===== src/prog_port_pkg.sv =====
// Constants shared by the serial programming port: frame layout, instruction
// encodings, memory pages and reset values.
// Assumes a single 125 MHz system clock domain for all users of the package.
package prog_port_pkg;

    // Frame layout: control code then payload, both shifted in LSB first
    localparam int         CODE_BITS      = 4;
    localparam int         PAYLOAD_BITS   = 24;
    localparam logic [4:0] FRAME_BITS     = 5'h1c;
    localparam logic [4:0] CODE_END       = 5'h04;
    localparam logic [4:0] UPPER_BYTE_POS = 5'h14;

    // Control codes
    localparam logic [3:0] SERIAL_EXECUTE_CODE     = 4'h0;
    localparam logic [3:0] REGISTER_SHIFT_OUT_CODE = 4'h1;

    // Instruction encodings that the port executes
    localparam logic [3:0]  MOV_LIT_OP     = 4'h2;
    localparam logic [23:0] MOV_W0_TABLE_PAGE_REGISTER  = 24'h880190;
    localparam logic [8:0]  TABLE_READ_OP  = 9'h174;
    localparam logic [2:0]  MODE_POST_INC  = 3'h3;

    // Register and memory map
    localparam logic [15:0] VISIBILITY_ADDR = 16'h0784;
    localparam logic [23:0] APP_ID_ADDR     = 24'h8005be;
    localparam logic [7:0]  CONFIG_PAGE     = 8'hf8;
    localparam logic [7:0]  EEPROM_PAGE     = 8'h7f;

    // Values after reset
    localparam logic [15:0] WREG_RESET      = 16'h0000;
    localparam logic [7:0]  TABLE_PAGE_REGISTER_RESET    = 8'h00;
    localparam logic [15:0] VISI_RESET      = 16'h0000;
    localparam logic [23:0] ADDR_RESET      = 24'h000000;

    // Table read sequencing
    typedef enum logic [1:0] {
        RD_IDLE,
        RD_REQ,
        RD_CAPTURE
    } rd_state_t;

endpackage : prog_port_pkg


===== src/pin_sync.sv =====
// Two-flop synchroniser for one pin with edge detection on the synced level.
// Assumes the pin is asynchronous to clk and changes far slower than clk.
`timescale 1ns/1ps

module pin_sync (
    input  wire logic clk,
    input  wire logic rst_n,
    input  wire logic pin,
    output logic      level,
    output logic      rise,
    output logic      fall
);

    logic meta_r;
    logic sync_r;
    logic prev_r;

    // First flop is read only by the second; edges come from later stages
    always_ff @(posedge clk)
    begin
        if (!rst_n)
        begin
            meta_r <= 1'b0;
            sync_r <= 1'b0;
            prev_r <= 1'b0;
        end
        else
        begin
            meta_r <= pin;
            sync_r <= meta_r;
            prev_r <= sync_r;
        end
    end

    // Edge pulses last one clk cycle each
    assign level = sync_r;
    assign rise  = sync_r & ~prev_r;
    assign fall  = ~sync_r & prev_r;

endmodule : pin_sync


===== src/serial_prog_config_readback.sv =====
// Serial programming port: takes control code + payload frames on the
// programming clock/data pins, executes table reads into the visibility
// register and shifts that register back out.
// Assumes: memory answers mem_rdata the cycle after it samples mem_rd.
//
// Function
// - Configuration words read back as 16 bits; shifted upper byte is zero.
// - Table read places value in visibility register at 784h for shift out.
// - Application ID word sits at 8005BEh, readable by table read.
// - Application ID moves to visibility register, then shifts out.
// - Data EEPROM reads as 16-bit words with table page 0x7F.
`timescale 1ns/1ps

module serial_prog_config_readback
    import prog_port_pkg::*;
#(
    parameter logic [15:0] APP_ID_VALUE = 16'h005a  // Arbitrary neutral value
) (
    input  wire logic        mclk,
    input  wire logic        rst_n,
    input  wire logic        master_clear_pin,
    input  wire logic        prog_clock_pin,
    input  wire logic        prog_data_in,
    output logic             prog_data_out,
    output logic             prog_data_oe_n,
    output logic [23:0]      mem_addr,
    output logic             mem_rd,
    input  wire logic [15:0] mem_rdata,
    output logic [15:0]      visibility_out,
    output logic [7:0]       table_page
);
    import prog_port_pkg::*;

    // Post-increment of a word pointer by one word (two bytes)
    function automatic logic [15:0] inc2(input logic [15:0] v);
        inc2 = v + 16'h0002;
    endfunction : inc2

    logic        pgc_rise;
    logic        pgc_fall;
    logic        pgd_lvl;
    logic        mode_lvl;

    logic [4:0]  bit_cnt_r;
    logic [3:0]  code_r;
    logic [23:0] payload_r;
    logic [15:0] wreg_r [0:7];
    logic [7:0]  table_page_register_r;
    logic [15:0] visi_r;
    logic [23:0] out_sh_r;
    logic        dout_r;
    logic        oe_n_r;
    logic [23:0] mem_addr_r;
    logic        mem_rd_r;
    logic        app_hit_r;
    logic        dst_visi_r;
    rd_state_t   rd_st_r;

    // Pins are asynchronous to mclk: sync them all before use
    pin_sync u_pgc (
        .clk   (mclk),
        .rst_n (rst_n),
        .pin   (prog_clock_pin),
        .level (),
        .rise  (pgc_rise),
        .fall  (pgc_fall)
    );
    pin_sync u_pgd (
        .clk   (mclk),
        .rst_n (rst_n),
        .pin   (prog_data_in),
        .level (pgd_lvl),
        .rise  (),
        .fall  ()
    );
    pin_sync u_master_clear_pin (
        .clk   (mclk),
        .rst_n (rst_n),
        .pin   (master_clear_pin),
        .level (mode_lvl),
        .rise  (),
        .fall  ()
    );

    // Frame decode
    logic        eng_rst;
    logic        in_code;
    logic        in_register_shift_out_code;
    logic        frame_end;
    logic        exec_now;
    logic        is_movlit;
    logic        is_movtbl;
    logic        is_tblrd;
    logic [2:0]  src_idx;
    logic [2:0]  dst_idx;
    logic        src_inc;
    logic        dst_inc;
    logic [23:0] rd_addr;
    logic        rd_app;

    assign eng_rst   = !rst_n || !mode_lvl;
    assign in_code   = bit_cnt_r < CODE_END;
    assign in_register_shift_out_code = !in_code && code_r == REGISTER_SHIFT_OUT_CODE;
    assign frame_end = pgc_fall && bit_cnt_r == FRAME_BITS;
    assign exec_now  = frame_end && code_r == SERIAL_EXECUTE_CODE;
    assign is_movlit = payload_r[23:20] == MOV_LIT_OP && !payload_r[3];
    assign is_movtbl = payload_r == MOV_W0_TABLE_PAGE_REGISTER;
    assign is_tblrd  = payload_r[23:15] == TABLE_READ_OP && !payload_r[14];
    assign src_idx   = payload_r[2:0];
    assign dst_idx   = payload_r[9:7];
    assign src_inc   = payload_r[6:4] == MODE_POST_INC;
    assign dst_inc   = payload_r[13:11] == MODE_POST_INC;
    assign rd_addr   = {table_page_register_r, wreg_r[src_idx]};
    // ID word decoded at its executive address
    assign rd_app    = rd_addr == APP_ID_ADDR;

    // count 28 clocks per frame, capture code then payload
    always_ff @(posedge mclk)
    begin
        if (eng_rst)
        begin
            bit_cnt_r <= 5'h00;
            code_r    <= SERIAL_EXECUTE_CODE;
            payload_r <= ADDR_RESET;
        end
        else if (frame_end)
            bit_cnt_r <= 5'h00;
        else if (pgc_rise)
        begin
            bit_cnt_r <= bit_cnt_r + 5'h01;
            if (in_code)
                code_r <= {pgd_lvl, code_r[3:1]};
            else if (!in_register_shift_out_code)
                payload_r <= {pgd_lvl, payload_r[23:1]};
        end
    end

    // Shift-out drive: new bit on each rising clock, released at frame end;
    // host samples on falling edges so data is stable half a clock before
    // shift visibility register out
    always_ff @(posedge mclk)
    begin
        if (eng_rst || frame_end)
        begin
            dout_r   <= 1'b0;
            oe_n_r   <= 1'b1;
            out_sh_r <= ADDR_RESET;
        end
        else if (pgc_rise && in_register_shift_out_code)
        begin
            dout_r   <= out_sh_r[0];
            oe_n_r   <= 1'b0;
            out_sh_r <= {1'b0, out_sh_r[23:1]};
        end
        else if (pgc_rise && bit_cnt_r == CODE_END - 5'h01)
            // upper byte shifted out as zeros
            out_sh_r <= {8'h00, visi_r};
    end

    // Working registers and table page; one instruction per frame
    always_ff @(posedge mclk)
    begin
        if (eng_rst)
        begin
            for (int i = 0; i < 8; i++)
                wreg_r[i] <= WREG_RESET;
            table_page_register_r <= TABLE_PAGE_REGISTER_RESET;
        end
        else if (exec_now)
        begin
            for (int i = 0; i < 8; i++)
            begin
                if (is_movlit && payload_r[2:0] == i[2:0])
                    wreg_r[i] <= payload_r[19:4];
                else if (is_tblrd && src_inc && src_idx == i[2:0])
                    wreg_r[i] <= inc2(wreg_r[i]);
                else if (is_tblrd && dst_inc && dst_idx == i[2:0])
                    wreg_r[i] <= inc2(wreg_r[i]);
            end
            if (is_movtbl)
                table_page_register_r <= wreg_r[0][7:0];
        end
    end

    // Table read: request, wait one cycle, capture into visibility register.
    // Host NOPs after each read leave far more time than these three cycles.
    // table read into visibility register
    always_ff @(posedge mclk)
    begin
        if (eng_rst)
        begin
            rd_st_r    <= RD_IDLE;
            mem_addr_r <= ADDR_RESET;
            mem_rd_r   <= 1'b0;
            app_hit_r  <= 1'b0;
            dst_visi_r <= 1'b0;
            visi_r     <= VISI_RESET;
        end
        else
        begin
            mem_rd_r <= 1'b0;
            unique case (rd_st_r)
                RD_IDLE:
                    if (exec_now && is_tblrd)
                    begin
                        mem_addr_r <= rd_addr;
                        mem_rd_r   <= !rd_app;
                        app_hit_r  <= rd_app;
                        dst_visi_r <= wreg_r[dst_idx] == VISIBILITY_ADDR;
                        rd_st_r    <= RD_REQ;
                    end
                RD_REQ:
                    rd_st_r <= RD_CAPTURE;
                RD_CAPTURE:
                begin
                    // data and configuration words land as 16 bits
                    if (dst_visi_r)
                        visi_r <= app_hit_r ? APP_ID_VALUE : mem_rdata;
                    rd_st_r <= RD_IDLE;
                end
            endcase
        end
    end

    assign prog_data_out  = dout_r;
    assign prog_data_oe_n = oe_n_r;
    assign mem_addr       = mem_addr_r;
    assign mem_rd         = mem_rd_r;
    assign visibility_out = visi_r;
    assign table_page     = table_page_register_r;
endmodule : serial_prog_config_readback

===== config.mk =====
export PLATFORM = sky130hd
export DESIGN_NAME = serial_prog_config_readback
export DESIGN_NICKNAME = d
export VERILOG_FILES = /design/src/prog_port_pkg.sv /design/src/pin_sync.sv /design/src/serial_prog_config_readback.sv
export SDC_FILE = /design/constraint.sdc
export NUM_CORES = 1
export LEC_CHECK = 0
export BUFFER_PORTS_ARGS = -buffer_cell sky130_fd_sc_hd__buf_2
export CORE_ASPECT_RATIO = 0.9
export CORE_MARGIN = 2
export CORE_UTILIZATION = 40
export CTS_CLUSTER_SIZE = 8
export DETAILED_ROUTE_END_ITERATION = 7
export PLACE_DENSITY = 0.62
export SLEW_MARGIN = 20
export SYNTH_ARGS = -nofsm -noshare
export SYNTH_HDL_FRONTEND = slang
export SYNTH_HIERARCHICAL = 1
export SYNTH_SLANG_ARGS = --single-unit

===== constraint.sdc =====
create_clock -name mclk -period 3.2 [get_ports mclk]
set_clock_uncertainty 0.15 [all_clocks]
set_input_delay 0.64 -clock mclk [delete_from_list [all_inputs] [get_ports mclk]]
set_output_delay 0.64 -clock mclk [all_outputs]
set_load 0.01 [all_outputs]

==> impl_results.md <==
- Crit path max fanout: 15
- CTS clk-pin slew, worst paths: 50 ps
- DIE AREA: 0.0358 sq mm
- Sw Share: 21.8%
- Worst-path cell chain: nor4b_4 -> nand3_4 -> or4_4 -> o32ai_4 -> o21ai_4 -> nand2_1 -> buf_4
- Clk pwr share: roughly half
- Core ar.: between 0.03 and 0.04 sq mm
- Sw Pwr: around 1.6 mW
- Static Leak: 5.41 nW
- Arr. time, crit path: approximately 2900 ps
- Proportion of power drawn by flip-flops and latches: 48.0%
- Die Y: 180 um
- Max Clk Rate: 0.348 GHz
- Worst-Skew Late Latency: roughly 520 ps
- Share of cells above drive strength 1: 16.7%
- DP HPWL: 29300 um
- Die Wd: 199 um
- Met3 Resource Use GR: between 3 and 4%
- Hold Path Stages: 2
- VDD IR-drop max: about 0.26 mV
- RSZ-0062 raised after global routing: false
- Synthesis-to-finish area growth: 14.0%
- Fin crit period: 2880 ps
- Area of the mapped netlist: 0.0137 sq mm
- Vias per cell: 5.81
- Outcome: finished, final reports clean
- Critical Path End Type: flip-flop
- Gr usage total: 23.5%
- Final nets: ~1.5k
- HP Class: in2reg
- P_int: 5.56 mW
- Drt pass-1 iters: 6
- Total gr overflow: 0
- H-tree Lvls: 2
- Global Route met1 Usage: 33.8%
- Total power: 7.11 mW
- Top delay family on crit path: simple AND/OR/NAND/NOR gates
- Total CTS buffers: 36
- # clock sinks: 245
- Grt met2 use: a little over a third
- Synth Instances: 1423
- Post-CTS resize count: 0
- DRC: 0
- Worst setup SP type: flip-flop
- Initial DRC Count: 1319
- Max Cap Viol: 0
- Initial core utilization: between 40% and 50%
- Via count: 11.5k
- CP Depth: 7
- Worst Path Required: 3260 ps
- Ys Warns: 6
- Syn_nets: about 1.5k
- PwrDens: 455 mW/mm^2
- Setup_tns: 0 ps
- PortBufs: 71
- TritonCTS clock tree: done
- Ports: 72
- Max transition margin: between 30 and 40%
- Pin count of the biggest net entering global routing: 106
- Initial antenna violation count: 0
- Routed Wire Length: 42200 um
- First-pass GRT wire length: approximately 65000 um
- Hold Fails Final Rpt: 0
- Post-CTS Setup Repair Bufs: 0
- Rows: 64
- Final worst-path cycle share: 89.9%
- N_diodes: 0
- Hold_ws: 185 ps
- CP max-delay cell: or4_4
- Clock buffer depth: 3
- Vias in the first global route: 10.9k
- Worst stage delay on the critical path: 600 ps
- Post-route ant nets: 0
- Slew @ Worst Pin: 987 ps
- CTS Hold Bufs: 0
- Wire per inst: 21.3 um
- Combinational Power Share: 2.1%
- Reg2reg path depth: 7
- CP bufs+invs: 1
- Gpl congestion: 0.943
- Final setup viols: 0
- Slew Limit Fails: 0
- Worst Setup Path Type: reg2reg
- GR peak layer: met2
- Root buffer cell: clkbuf_16
- Avg Synthesized Cell Area: approximately 9.6 sq um
==> through the flow <==
step / util (%) / instance area (sq um) / std cells / setup slack (ps)
after global placement: 43.1 / 14600 / 1916 / 396
final: 46.2 / 15600 / 1981 / 324
after CTS: 46.2 / 15600 / 1981 / 341
after detailed placement: 43.1 / 14600 / 1916 / 345
after floorplan: - / 13700 / 1423 / 311
after global routing: 46.2 / 15600 / 1981 / 182
==> cell type report <==
| cell class | instances | area, sq um |
|---|---|---|
| clock buffer | 62 | 1020 |
| clock inverter | 3 | 22.5 |
| fill | 3190 | 18200 |
| inverter | 25 | 93.8 |
| multi-input combinational | 1057 | 6920 |
| sequential | 245 | 6190 |
| tap | 462 | 578 |
| timing repair buffer | 127 | 826 |
==> registers in the layout, indices dropped and copies added (netlist names), 2 cells and up, named ones only <==
signal / count
mem_addr: 24
visibility_out: 16
bit_cnt_r: 5
wreg_r: 128
rd_st_r: 2
out_sh_r: 16
table_page: 8
code_r: 4
payload_r: 24
==> metal layers <==
layer | vias to the layer above | share of wire [%]
li1 | 5308 | -
met1 | 5571 | 44
met2 | 546 | 44
met3 | 92 | 8.5
met4 | 0 | 3.3
met5 | - | 0
==> placed cells by master (no fill, tap or decap), types with 9 or more instances in the layout <==
master and instances:
a211oi_1 46, a211oi_2 17, a21oi_1 79, a22oi_1 21, and2_1 10, and3_1 22
buf_2 71, buf_4 52, clkbuf_1 25, clkbuf_16 37, dfxtp_1 116, edfxtp_1 128
ha_1 13, inv_1 25, mux2_2 11, mux2i_1 40, mux4_2 28, nand2_1 169
nand3_1 56, nand4_1 28, nor2_1 201, nor3_1 33, nor3b_1 15, nor4_1 16
nor4b_1 9, o21ai_0 43, o22ai_1 10, xnor2_1 47, xor2_1 59
==> path summary, 6_finish.rpt <==
kind | startpoint | end | slack [ps]
setup / recovery | payload_r[14]$_SDFFE_PN0P_ | wreg_r[0][10]$_SDFFCE_PN0P_ | 320
hold / removal | prog_clock_pin | u_pgc/meta_r$_SDFF_PN0_ | 190
setup reg to reg | payload_r[14]$_SDFFE_PN0P_ | wreg_r[0][10]$_SDFFCE_PN0P_ | 320
hold reg to reg | u_pgc/meta_r$_SDFF_PN0_ | u_pgc/level$_SDFF_PN0_ | 280
==> worst reg2reg max path, delay by kind of cell (launching register included) <==
kind                   cells  cell delay (ps)
AND/OR/NAND/NOR            4             1310
buffers and inverters      1              230
AO/OA/AOI/OAI              2              540
flip-flops                 1              330
==> power by group through the flow <==
stage	registers (mW)	logic (mW)	clock network, mW
3_3_place_gp	3.47	0.145	0
3_5_place_dp	3.47	0.146	0
2_1_floorplan	3.44	0.0983	0
5_1_grt	3.42	0.161	3.75
6_report	3.42	0.149	3.55
4_1_cts	3.41	0.147	3.60
Note: power is estimated with default switching activity, not from simulation.
